**src/inc/cabc_pkg.sv**
```systemverilog
// Constants and state types of the asynchronous bus cycle sequencer.
// Notes on behaviour
// - 8-bit word write splits into byte cycles
// - S0 drives class codes, read/write high
// - Address at S1; strobe, write-low at S2
// - Write data driven during S3
// - Byte strobe at S4, then await answer
// - No answer by S4 end: wait states
// - Slow-peripheral request turns cycle over
// - Strobes off entering S7; float after S7
// - Read-modify-write holds address strobe; byte only
// - RMW read: capture, drop data strobes only
// - S8 to S11 leave bus unchanged
// - RMW write from S12; write-low at S14
// - RMW data S15, strobe S16, waits apply
// - Strobes off entering S19; float after S19
// - 16-bit strobes: word both, byte by A0
// - 16-bit address from A1, sixteen data lines
// - Width select high at reset: 16-bit
// - Width select grounded at reset: 8-bit
// - 8-bit mode: upper strobe stays negated
// - Read: S0 codes, S1 address, S2 strobes
// - Read: latch, negate entering S7, float
// - Sample fault and peripheral on falling edges
// - Fault without acknowledge ends at S9
package cabc_pkg;

    // ----------------------------------------------------------------
    // Timing
    // ----------------------------------------------------------------
    localparam int unsigned SYS_CLK_HZ = 40000000;
    localparam int unsigned BUS_CLK_HZ = 10000000;
    // Each bus state is half a bus clock
    localparam int unsigned HALF_TICKS = SYS_CLK_HZ / (2 * BUS_CLK_HZ);
    localparam int DIV_W = 4;
    localparam logic [DIV_W-1:0] DIV_LAST = DIV_W'(HALF_TICKS - 1);

    // ----------------------------------------------------------------
    // Bus states
    // ----------------------------------------------------------------
    localparam int STEP_W = 5;
    localparam logic [STEP_W-1:0] S0 = 5'h00;
    localparam logic [STEP_W-1:0] S1 = 5'h01;
    localparam logic [STEP_W-1:0] S2 = 5'h02;
    localparam logic [STEP_W-1:0] S3 = 5'h03;
    localparam logic [STEP_W-1:0] S4 = 5'h04;
    localparam logic [STEP_W-1:0] S5 = 5'h05;
    localparam logic [STEP_W-1:0] S7 = 5'h07;
    localparam logic [STEP_W-1:0] S8 = 5'h08;
    localparam logic [STEP_W-1:0] S9 = 5'h09;
    localparam logic [STEP_W-1:0] S12 = 5'h0C;
    localparam logic [STEP_W-1:0] S14 = 5'h0E;
    localparam logic [STEP_W-1:0] S15 = 5'h0F;
    localparam logic [STEP_W-1:0] S16 = 5'h10;
    localparam logic [STEP_W-1:0] S19 = 5'h13;

    // ----------------------------------------------------------------
    // Widths and reset values
    // ----------------------------------------------------------------
    localparam int ADDR_W = 24;
    localparam int DATA_W = 16;
    localparam int FC_W = 3;
    localparam logic [FC_W-1:0] FC_RST = 3'h0;
    localparam logic [ADDR_W-1:0] ADDR_RST = 24'h000000;
    localparam logic [DATA_W-1:0] DATA_RST = 16'h0000;
    localparam logic [7:0] BYTE_ZERO = 8'h00;

    typedef enum logic [2:0] {
        CABC_IDLE = 3'b001,
        CABC_ARM = 3'b010,
        CABC_RUN = 3'b100
    } cabc_state_t;

    typedef struct packed {
        cabc_state_t st;
        logic [DIV_W-1:0] div;
        logic bus_clk;
        logic [STEP_W-1:0] step;
        logic mode16;
        logic is_write;
        logic is_rmw;
        logic is_word;
        logic split_pend;
        logic ack_seen;
        logic fault_seen;
        logic periph_seen;
        logic [ADDR_W-1:0] addr;
        logic [FC_W-1:0] fc;
        logic [DATA_W-1:0] wdata;
        logic sel_upper;
        logic sel_lower;
        logic addr_strobe_n;
        logic upper_strobe_n;
        logic lower_strobe_n;
        logic read_write;
        logic addr_oe_n;
        logic data_oe_n;
        logic [DATA_W-1:0] data_out;
        logic [DATA_W-1:0] rdata;
        logic req_ready;
        logic done;
        logic fault;
        logic periph;
        logic rmw_rd_valid;
    } cabc_regs_t;

endpackage : cabc_pkg

```
**src/logic/cabc_sequencer.sv**
```systemverilog
// Bus-master cycle sequencer for the asynchronous external bus.
`timescale 1ns/1ps
`default_nettype none
module cabc_sequencer (
    // Clock and reset
    input wire logic clk_sys,
    input wire logic sys_rst,
    // Bus width strap, sampled while reset is applied
    input wire logic bus_width_sel,
    // Request from the core
    input wire logic req_valid,
    input wire logic req_write,
    input wire logic req_rmw,
    input wire logic req_word,
    input wire logic [cabc_pkg::ADDR_W-1:0] req_addr,
    input wire logic [cabc_pkg::FC_W-1:0] req_fc,
    input wire logic [cabc_pkg::DATA_W-1:0] req_wdata,
    input wire logic [7:0] rmw_mod_data,
    // Answer to the core
    output logic req_ready,
    output logic done,
    output logic fault,
    output logic periph,
    output logic rmw_rd_valid,
    output logic [cabc_pkg::DATA_W-1:0] rdata,
    output logic mode16,
    // External bus outputs
    output logic bus_clk,
    output logic [cabc_pkg::ADDR_W-1:0] addr_o,
    output logic addr_oe_n,
    output logic [cabc_pkg::DATA_W-1:0] data_o,
    output logic data_oe_n,
    output logic address_strobe_n,
    output logic upper_byte_strobe_n,
    output logic lower_byte_strobe_n,
    output logic read_write,
    output logic [cabc_pkg::FC_W-1:0] cycle_class_code,
    // External bus inputs
    input wire logic [cabc_pkg::DATA_W-1:0] data_i,
    input wire logic transfer_ack_n,
    input wire logic bus_fault_n,
    input wire logic slow_peripheral_req_n
);

    // ----------------------------------------
    // Reset image
    // ----------------------------------------
    localparam cabc_pkg::cabc_regs_t RST_IMAGE = '{
        st: cabc_pkg::CABC_IDLE,
        div: '0,
        bus_clk: 1'b0,
        step: cabc_pkg::S0,
        mode16: 1'b1,
        is_write: 1'b0,
        is_rmw: 1'b0,
        is_word: 1'b0,
        split_pend: 1'b0,
        ack_seen: 1'b0,
        fault_seen: 1'b0,
        periph_seen: 1'b0,
        addr: cabc_pkg::ADDR_RST,
        fc: cabc_pkg::FC_RST,
        wdata: cabc_pkg::DATA_RST,
        sel_upper: 1'b0,
        sel_lower: 1'b0,
        addr_strobe_n: 1'b1,
        upper_strobe_n: 1'b1,
        lower_strobe_n: 1'b1,
        read_write: 1'b1,
        addr_oe_n: 1'b1,
        data_oe_n: 1'b1,
        data_out: cabc_pkg::DATA_RST,
        rdata: cabc_pkg::DATA_RST,
        req_ready: 1'b0,
        done: 1'b0,
        fault: 1'b0,
        periph: 1'b0,
        rmw_rd_valid: 1'b0
    };

    cabc_pkg::cabc_regs_t q;
    cabc_pkg::cabc_regs_t d;

    // ----------------------------------------
    // Lane helpers
    // ----------------------------------------
    function automatic logic [cabc_pkg::DATA_W-1:0] write_lanes(
        input logic m16,
        input logic word,
        input logic a0,
        input logic [cabc_pkg::DATA_W-1:0] wd
    );
        logic [7:0] b;
        b = a0 ? wd[7:0] : wd[15:8];
        if (m16 && word) begin
            write_lanes = wd;
        end else if (m16) begin
            write_lanes = {wd[7:0], wd[7:0]};
        end else if (word) begin
            // Upper lines are driven to zero in narrow mode
            write_lanes = {cabc_pkg::BYTE_ZERO, b};
        end else begin
            write_lanes = {cabc_pkg::BYTE_ZERO, wd[7:0]};
        end
    endfunction : write_lanes

    // ----------------------------------------
    // Next state
    // ----------------------------------------
    logic tick;
    logic wait_step;
    logic extend;
    logic rmw_cont;
    logic finish;
    logic [cabc_pkg::STEP_W-1:0] nx;

    always_comb begin
        d = q;
        d.done = 1'b0;
        d.fault = 1'b0;
        d.periph = 1'b0;
        d.rmw_rd_valid = 1'b0;
        nx = q.step;
        finish = 1'b0;
        tick = (q.div == cabc_pkg::DIV_LAST);
        wait_step = (q.step == cabc_pkg::S4) || (q.step == cabc_pkg::S16);
        extend = q.fault_seen && !q.ack_seen;
        rmw_cont = q.is_rmw && q.ack_seen && !q.periph_seen && (q.step <= cabc_pkg::S7);

        d.div = tick ? '0 : q.div + 1'b1;
        if (tick) begin
            // Even states are the high half of the bus clock
            d.bus_clk = !q.bus_clk;
        end

        unique case (q.st)
            cabc_pkg::CABC_IDLE: begin
                d.req_ready = 1'b1;
                if (req_valid && q.req_ready) begin
                    d.req_ready = 1'b0;
                    d.st = cabc_pkg::CABC_ARM;
                    d.is_write = req_write || req_rmw;
                    d.is_rmw = req_rmw;
                    d.is_word = req_word && !req_rmw;
                    d.addr = req_addr;
                    d.fc = req_fc;
                    d.wdata = req_wdata;
                    d.rdata = cabc_pkg::DATA_RST;
                    // Narrow bus moves a word as two byte cycles, A0 low first
                    d.split_pend = !q.mode16 && req_word && !req_rmw;
                    if (!q.mode16 && req_word && !req_rmw) begin
                        d.addr[0] = 1'b0;
                    end
                end
            end
            cabc_pkg::CABC_ARM: begin
                // Start only on a rising bus clock edge
                if (tick && !q.bus_clk) begin
                    d.st = cabc_pkg::CABC_RUN;
                    d.step = cabc_pkg::S0;
                    d.read_write = 1'b1;
                    d.ack_seen = 1'b0;
                    d.fault_seen = 1'b0;
                    d.periph_seen = 1'b0;
                    if (!q.mode16) begin
                        d.sel_upper = 1'b0;
                        d.sel_lower = 1'b1;
                    end else if (q.is_word) begin
                        d.sel_upper = 1'b1;
                        d.sel_lower = 1'b1;
                    end else begin
                        d.sel_upper = !q.addr[0];
                        d.sel_lower = q.addr[0];
                    end
                end
            end
            cabc_pkg::CABC_RUN: begin
                if (tick) begin
                    nx = q.step + 1'b1;
                    // Falling edges from S4 on: fault sampled; peripheral only at S4 and S16
                    if (q.bus_clk && q.step >= cabc_pkg::S4) begin
                        if (!bus_fault_n) begin
                            d.fault_seen = 1'b1;
                        end
                    end
                    if (wait_step) begin
                        if (!transfer_ack_n || !bus_fault_n) begin
                            d.ack_seen = !transfer_ack_n;
                        end else if (!slow_peripheral_req_n) begin
                            // Hand the cycle over to the peripheral sequence
                            d.periph_seen = 1'b1;
                            nx = (q.step == cabc_pkg::S16) ? cabc_pkg::S19 : cabc_pkg::S7;
                        end else begin
                            // Whole-clock wait: back to the low half, no bus change
                            nx = q.step - 1'b1;
                        end
                    end
                    if (q.step == cabc_pkg::S19) begin
                        finish = 1'b1;
                    end else if (q.step == cabc_pkg::S9 && extend) begin
                        finish = 1'b1;
                    end else if (q.step == cabc_pkg::S7 && !extend && !rmw_cont) begin
                        finish = 1'b1;
                    end

                    if (finish) begin
                        // Rising edge at the end of the last state
                        d.addr_oe_n = 1'b1;
                        d.data_oe_n = 1'b1;
                        d.read_write = 1'b1;
                        d.addr_strobe_n = 1'b1;
                        d.upper_strobe_n = 1'b1;
                        d.lower_strobe_n = 1'b1;
                        d.step = cabc_pkg::S0;
                        if (q.split_pend && !q.fault_seen && !q.periph_seen) begin
                            d.split_pend = 1'b0;
                            d.addr[0] = 1'b1;
                            d.st = cabc_pkg::CABC_ARM;
                        end else begin
                            d.split_pend = 1'b0;
                            d.st = cabc_pkg::CABC_IDLE;
                            d.done = 1'b1;
                            d.fault = q.fault_seen && !q.ack_seen;
                            d.periph = q.periph_seen;
                        end
                    end else begin
                        d.step = nx;
                        unique case (nx)
                            cabc_pkg::S1: begin
                                d.addr_oe_n = 1'b0;
                            end
                            cabc_pkg::S2: begin
                                d.addr_strobe_n = 1'b0;
                                if (q.is_write && !q.is_rmw) begin
                                    d.read_write = 1'b0;
                                end else begin
                                    d.upper_strobe_n = !q.sel_upper;
                                    d.lower_strobe_n = !q.sel_lower;
                                end
                            end
                            cabc_pkg::S3: begin
                                if (q.is_write && !q.is_rmw && q.step == cabc_pkg::S2) begin
                                    d.data_oe_n = 1'b0;
                                    d.data_out = write_lanes(q.mode16, q.is_word, q.addr[0], q.wdata);
                                end
                            end
                            cabc_pkg::S4: begin
                                if (q.is_write && !q.is_rmw) begin
                                    d.upper_strobe_n = !q.sel_upper;
                                    d.lower_strobe_n = !q.sel_lower;
                                end
                            end
                            cabc_pkg::S7: begin
                                if (!q.is_write || q.is_rmw) begin
                                    // Read data is taken as S6 closes
                                    if (!q.mode16 && q.is_word) begin
                                        if (q.addr[0]) begin
                                            d.rdata[7:0] = data_i[7:0];
                                        end else begin
                                            d.rdata[15:8] = data_i[7:0];
                                        end
                                    end else if (q.is_word) begin
                                        d.rdata = data_i;
                                    end else begin
                                        d.rdata = {cabc_pkg::BYTE_ZERO,
                                            (q.mode16 && !q.addr[0]) ? data_i[15:8] : data_i[7:0]};
                                    end
                                    d.rmw_rd_valid = q.is_rmw && q.ack_seen;
                                end
                                // A lone fault keeps strobes one clock longer
                                if (!extend) begin
                                    d.upper_strobe_n = 1'b1;
                                    d.lower_strobe_n = 1'b1;
                                    if (!rmw_cont) begin
                                        d.addr_strobe_n = 1'b1;
                                    end
                                end
                            end
                            cabc_pkg::S9: begin
                                if (extend) begin
                                    d.addr_strobe_n = 1'b1;
                                    d.upper_strobe_n = 1'b1;
                                    d.lower_strobe_n = 1'b1;
                                end
                            end
                            cabc_pkg::S12: begin
                                // Write portion starts with the bus untouched
                                d.ack_seen = 1'b0;
                                d.fault_seen = 1'b0;
                            end
                            cabc_pkg::S14: begin
                                d.read_write = 1'b0;
                            end
                            cabc_pkg::S15: begin
                                if (q.step == cabc_pkg::S14) begin
                                    d.data_oe_n = 1'b0;
                                    d.data_out = write_lanes(q.mode16, 1'b0, q.addr[0],
                                        {cabc_pkg::BYTE_ZERO, rmw_mod_data});
                                end
                            end
                            cabc_pkg::S16: begin
                                d.upper_strobe_n = !q.sel_upper;
                                d.lower_strobe_n = !q.sel_lower;
                            end
                            cabc_pkg::S19: begin
                                d.addr_strobe_n = 1'b1;
                                d.upper_strobe_n = 1'b1;
                                d.lower_strobe_n = 1'b1;
                            end
                            default: begin
                            end
                        endcase
                    end
                end
            end
            default: begin
                d = RST_IMAGE;
            end
        endcase
    end

    // ----------------------------------------
    // State register
    // ----------------------------------------
    always_ff @(posedge clk_sys) begin
        if (sys_rst) begin
            q <= RST_IMAGE;
            // Strap is caught while reset is held
            q.mode16 <= bus_width_sel;
        end else begin
            q <= d;
        end
    end

    // ----------------------------------------
    // Outputs
    // ----------------------------------------
    assign req_ready = q.req_ready;
    assign done = q.done;
    assign fault = q.fault;
    assign periph = q.periph;
    assign rmw_rd_valid = q.rmw_rd_valid;
    assign rdata = q.rdata;
    assign mode16 = q.mode16;
    assign bus_clk = q.bus_clk;
    // Wide mode never presents A0 on the bus
    assign addr_o = q.addr & {{(cabc_pkg::ADDR_W-1){1'b1}}, !q.mode16};
    assign addr_oe_n = q.addr_oe_n;
    assign data_o = q.data_out;
    assign data_oe_n = q.data_oe_n;
    assign address_strobe_n = q.addr_strobe_n;
    assign upper_byte_strobe_n = q.upper_strobe_n;
    assign lower_byte_strobe_n = q.lower_strobe_n;
    assign read_write = q.read_write;
    assign cycle_class_code = q.fc;

endmodule : cabc_sequencer
`default_nettype wire

```
**config.mk**
```make
export PLATFORM = sky130hd
export DESIGN_NAME = cabc_sequencer
export DESIGN_NICKNAME = d
export VERILOG_FILES = /design/src/inc/cabc_pkg.sv /design/src/logic/cabc_sequencer.sv
export SDC_FILE = /design/constraint.sdc
export NUM_CORES = 1
export LEC_CHECK = 0
export BUFFER_PORTS_ARGS = -buffer_cell sky130_fd_sc_hd__buf_2
export CAP_MARGIN = 5
export CORE_MARGIN = 2
export CORE_UTILIZATION = 48
export DETAILED_ROUTE_END_ITERATION = 7
export HOLD_SLACK_MARGIN = 0.12
export PLACE_DENSITY_LB_ADDON = 0.12
export SLEW_MARGIN = 40
export SYNTH_ARGS = -nofsm -noshare
export SYNTH_HDL_FRONTEND = slang
export SYNTH_SLANG_ARGS = --single-unit
```
**constraint.sdc**
```tcl
create_clock -name clk_sys -period 2.89 [get_ports clk_sys]
set_input_delay 0.289 -clock clk_sys [delete_from_list [all_inputs] [get_ports clk_sys]]
set_output_delay 0.289 -clock clk_sys [all_outputs]
set_load 0.05 [all_outputs]
```
### Word-level counts from Yosys, hierarchy flattened

Index checks and enable logic that the tools add are counted.

* order comparisons: 2
* reductions and logical operators: 63
* bitwise gates (word level): 12
* add/subtract/negate cells: 3
* equality and inequality tests: 52
* multiplexer cells: 93
* $mul: 0
* div/mod/pow operators: 0
* shifts and indexed selects: 0

Operators with widths (count)
* 16-bit two-way mux: 7
* 96-bit two-way mux: 1
* 17-bit two-way mux: 3
* 16-bit one-hot mux with 3 select lines: 1
* 23-bit one-hot mux with 2 select lines: 1
* 5-bit two-way mux: 9
* 43-bit two-way mux: 1
* 8-bit two-way mux: 5
* 38-bit two-way mux: 1
* 19-bit one-hot mux with 2 select lines: 1
* 18-bit one-hot mux with 2 select lines: 1
* 17-bit one-hot mux with 2 select lines: 1
* 32-bit two-way mux: 1
* 4-bit inequality test (second input constant): 8
* 5-bit by 4-bit equality test with 1-bit output (second input constant): 6
* 3-bit two-way mux: 9
* 1-bit two-way mux: 25
* 24-bit bitwise AND: 1
* 7-bit AND reduction: 3
* 5-bit by 3-bit equality test with 1-bit output (second input constant): 4
* 5-bit equality test (second input constant): 4
* 1-bit logical AND: 20
* 2-bit inequality test (second input constant): 10
* 3-bit one-hot mux with 3 select lines: 2
* other kinds (41): 100

* output and inout port bits: 72
* memories kept: 0
* ROM bits: 0
* RAM bits: 0
* register bits: 109
* latch bits: 0
* input bits: 77

### Longest topological paths before layout

* word-level depth: 14
* gate-level depth with buffers: 14
* gate-level depth less buffers: 10

### Least setup slack after synthesis

No wires, ideal clock.

* kind: reg2reg
* start point: register q[96] (netlist bit)
* end point: register q, in the netlist address_strobe_n
* buffers on the path: 2
* slack: -133 ps
* clock period less this slack: 3023 ps
* stages on the path, launching flop included: 12
* library setup time: 122 ps
* arrival: 2901 ps
* cell sequence: dfxtp_1 clkbuf_1 inv_1 ha_1 and4b_1 buf_2 a21oi_1 a22oi_2 or4_4 mux2_2 o21a_1 a311o_1

* longest elaborated chain between the ends: 12

RTL lines
* start, declared: line cabc_sequencer.sv:81 `cabc_pkg::cabc_regs_t q;`
* parallel branches: the longest is 12 deep, another holds 5-bit by 1-bit subtractor with 5-bit output

Parallel ways; which one is timed is not known. The select of a mux whose other input is x is not followed.
A chain may end at the register's enable or synchronous reset.

### Worst setup path after layout

* start point: register q[97] (netlist bit)
* end point: register q, in the netlist address_strobe_n

The elaborated chain is that of the path after synthesis.

==> results.yml <==
place:
  hpwlAfterDp_um: 10300
  dp_cells: 833
  placed_area_mm2: 0.00611
  gp_congestion: 0.912
  pre_cts_ws_ns: 0.0342
  portBuffers: 148
critical_path:
  critPathMaxFanout: 5
  r2r_start: "q[97]"
  cpMaxStageDelayCell: "or4_4"
  crit_path_start_kind: "flop"
  path_cells: "inv_1 -> ha_2 -> nand4b_1 -> buf_4 -> nor3_2 -> a211oi_2 -> or4_4 -> mux2_2 -> o21a_1 -> a311o_1"
  slowest_delay_ns: 0.57
  regToRegSetupSlack_ns: 0.12
  endpoint: "address_strobe_n"
  r2r_cells: 10
  worstReg2RegEnd: "address_strobe_n"
  startpoint: "q[97]"
  worstSetupEndpointType: "flop"
  required_ns: 3.12
  crit_type: "reg2reg"
  cp.arrival_ns: 2.99
pwr:
  p_leak_nw: 2.72
  total_power_mw: 5.81
  vdd_drop_max_uv: 720
  pwr_density_cell_mw_per_mm2: 888
routing:
  initialDrtViolationCount: 350
  avgRoutedWirePerCell_um: 16.6
  firstDrtPassIters: 5
  antenna_left: 0
  drc: 0
  avgViaCountPerCell: 5.63
  wl_um: 14100
  vias: 4782
final_layout:
  drive_gt1_share_pct: 32.5
  antenna_cells: 0
  layout.nets: 786
  instances_no_fill: 850
  final_area_mm2: 0.00654
  num-fill-cells: 1022
  syn2layout_area_growth_pct: 17.9
synthesis:
  synth_edf_count: 1
  yosysSeqAreaShare_pct: 39.5
  dominantRegCellSynth: "dfxtp_1"
  yosys_warnings: 0
  syn_nets: 695
  syn_area_per_cell_um2: 9.08
  ys_seq_elements: 109
  synth_cells: 611
  postSynth.asyncResetShare_pct: 0
  ys_types: 69
  synth_area_mm2: 0.00555
floorplanning:
  rows: 39
  die_w_um: 112
  coreArea_mm2: 0.0114
  start_util_pct: 48.8
  die_area_mm2: 0.0124
  die_y_um: 112
  ios: 149
cts:
  cts_tree: "yes"
  htreeDepth: 3
  clock_sinks: 109
  clkTransAtPathRegs_ns: 0.07
  clock_latency_ns: 0.34
  cts_hold_buf: 0
  clk_path_buf_depth: 2
  clockRootBuffer: "clkbuf_16"
  cts-buffers-inserted: 9
timing:
  tns_ns: 0
  hold_violations: 0
  finalCritPeriodShare_pct: 95.7
  worst_pin_slew_ns: 0.644
  setup_violations: 0
  setup_slack_ns: 0.123
  slew_headroom_pct: 56.5
  clock.fmax_ghz: 0.361
  finClkSkew_ns: 0.00983
  min_period_ns: 2.77
  maxSlewViolCount: 0
  rsz0062_at_grt: "no"
grt:
  grt_pass1_wl_um: 23100
  overflow: 0
  antenna_found_initial: 0
  first_global_vias: 4687
  grt_max_degree: 44
  track_usage_pct: 22.4
flow_run:
  maxCapViolCount: 0
hold_path:
  hp-class: "in2reg"
run_status:
  outcome: "completed"
-- through the flow --
stage | util (%) | hold slack [ns]
global route | 57.5 | 0.150
finish | 57.5 | 0.158
global placement | 53.8 | 0.438
floorplan | - | 0.422
CTS | 56.7 | 0.150
detailed placement | 53.8 | 0.434
-- layer usage --
layer | global-route usage [%] | up-vias | routed length (um)
li1 | - | 2355 | -
met1 | 29.7 | 2255 | 6530
met2 | 36.7 | 155 | 6490
met3 | 5.28 | 17 | 861
met4 | 6.91 | 0 | 223
met5 | 0 | - | 0
-- cells in the final DEF (no fill, tap or decap), drive strengths merged, types with 5 or more instances in the layout --
cell / netlist / routed
nor4: 6 / 6
nor3: 10 / 10
o211ai: 16 / 16
o2bb2ai: 8 / 8
mux2i: 34 / 34
ha: 7 / 7
a22o: 44 / 44
or3: 5 / 5
nand2b: 17 / 17
buf: 69 / 174
mux2: 10 / 10
nand2: 47 / 47
inv: 11 / 12
and2: 6 / 6
nand3: 10 / 10
o21ai: 16 / 16
a22oi: 6 / 6
dfxtp: 108 / 108
clkbuf: 25 / 12
nor2: 30 / 30
a21oi: 51 / 51
or4: 5 / 5
o21a: 6 / 6
-- critical path, delay by kind of cell (launching register included) --
family                   cells  cell delay, ns
flip-flops                   1            0.31
AND/OR/NAND/NOR              3            0.96
buffers and inverters        2            0.27
adder cells (fa/ha/maj)      1            0.21
multiplexers                 1            0.30
AO/OA/AOI/OAI                3            0.60
-- area by class of cell --
| type | count | area [um^2] | share of cell area, % |
|---|---|---|---|
| multi-input cells | 397 | 2830 | 43.3 |
| flip-flops and latches | 109 | 2190 | 33.5 |
| repair buffers | 174 | 961 | 14.7 |
| clock buffers | 12 | 256 | 3.92 |
| well taps | 143 | 179 | 2.74 |
| clock inverters | 4 | 78.8 | 1.21 |
| inverters | 11 | 41.3 | 0.631 |
-- power breakdown --
group	switching, mW	total [mW]	internal, mW
sequential	0.211	2.00	1.79
combinational	1.61	2.45	0.840
clock	0.546	1.36	0.814
-- registers in the layout (all words and copies together) (netlist names) --
register,flops
periph,1
data_o,16
fault,1
lower_byte_strobe_n,1
req_ready,1
cycle_class_code,3
addr_oe_n,1
rmw_rd_valid,1
done,1
rdata,16
bus_clk,1
mode16,1
q,61
upper_byte_strobe_n,1
data_oe_n,1
address_strobe_n,1
read_write,1
-- synthesized netlist by cell type, drive strengths merged (2+ instances only) --
cell type  count  area, um^2
a211o          2        17.5
a211oi         2        20.0
a21oi         51         255
a22o          44         385
a22oi          6        50.1
a31oi          2        18.8
and2           6        37.5
buf           69         493
clkbuf        25        93.8
dfxtp        108        2160
ha             7        87.6
inv           11        41.3
mux2          10         113
mux2i         34         340
nand2         47         176
nand2b        17         106
nand3         10        50.1
nand3b         4        42.5
nand4          4        25.0
nor2          30         113
nor2b          4        25.0
nor3          10        50.1
nor3b          4        30.0
nor4           6        37.5
nor4b          2        17.5
o211a          2        20.0
o211ai        16         125
o21a           6        45.0
o21ai         16        87.6
o21bai         4        30.0
o22ai          3        18.8
o2bb2ai        8        70.1
o31ai          3        22.5
or2            2        12.5
or3            5        31.3
or4            5        41.3
xnor2          4        35.0
xor2           2        17.5
-- worst min path at each step --
stage	depth (start not counted)	to	slack (ns)	startpoint
5_1_grt	2	cycle_class_code[1]	0.15	req_fc[1]
2_1_floorplan	1	cycle_class_code[0]	0.42	req_fc[0]
6_report	2	q[50]	0.16	req_wdata[5]
3_5_place_dp	2	data_oe_n	0.43	data_oe_n
3_3_place_gp	2	data_oe_n	0.44	data_oe_n
4_1_cts	2	cycle_class_code[1]	0.15	req_fc[1]
-- logic make-up after synthesis --
logic type	synth area share [%]
AND/OR/NAND/NOR	15.1
adder cells (fa/ha/maj)	1.58
flip-flops	39.5
AO/OA/AOI/OAI	23.4
buffers and inverters	11.3
multiplexers	8.16
XOR/XNOR	0.947
-- timing repair --
action / CTS / global route
endpoints found under the hold margin: 0 / 0
resized for setup: 0 / 19
buffers inserted: 0 / 1
setup endpoints to repair: 0 / 36
No activity file was read; power rests on OpenSTA's default activity.
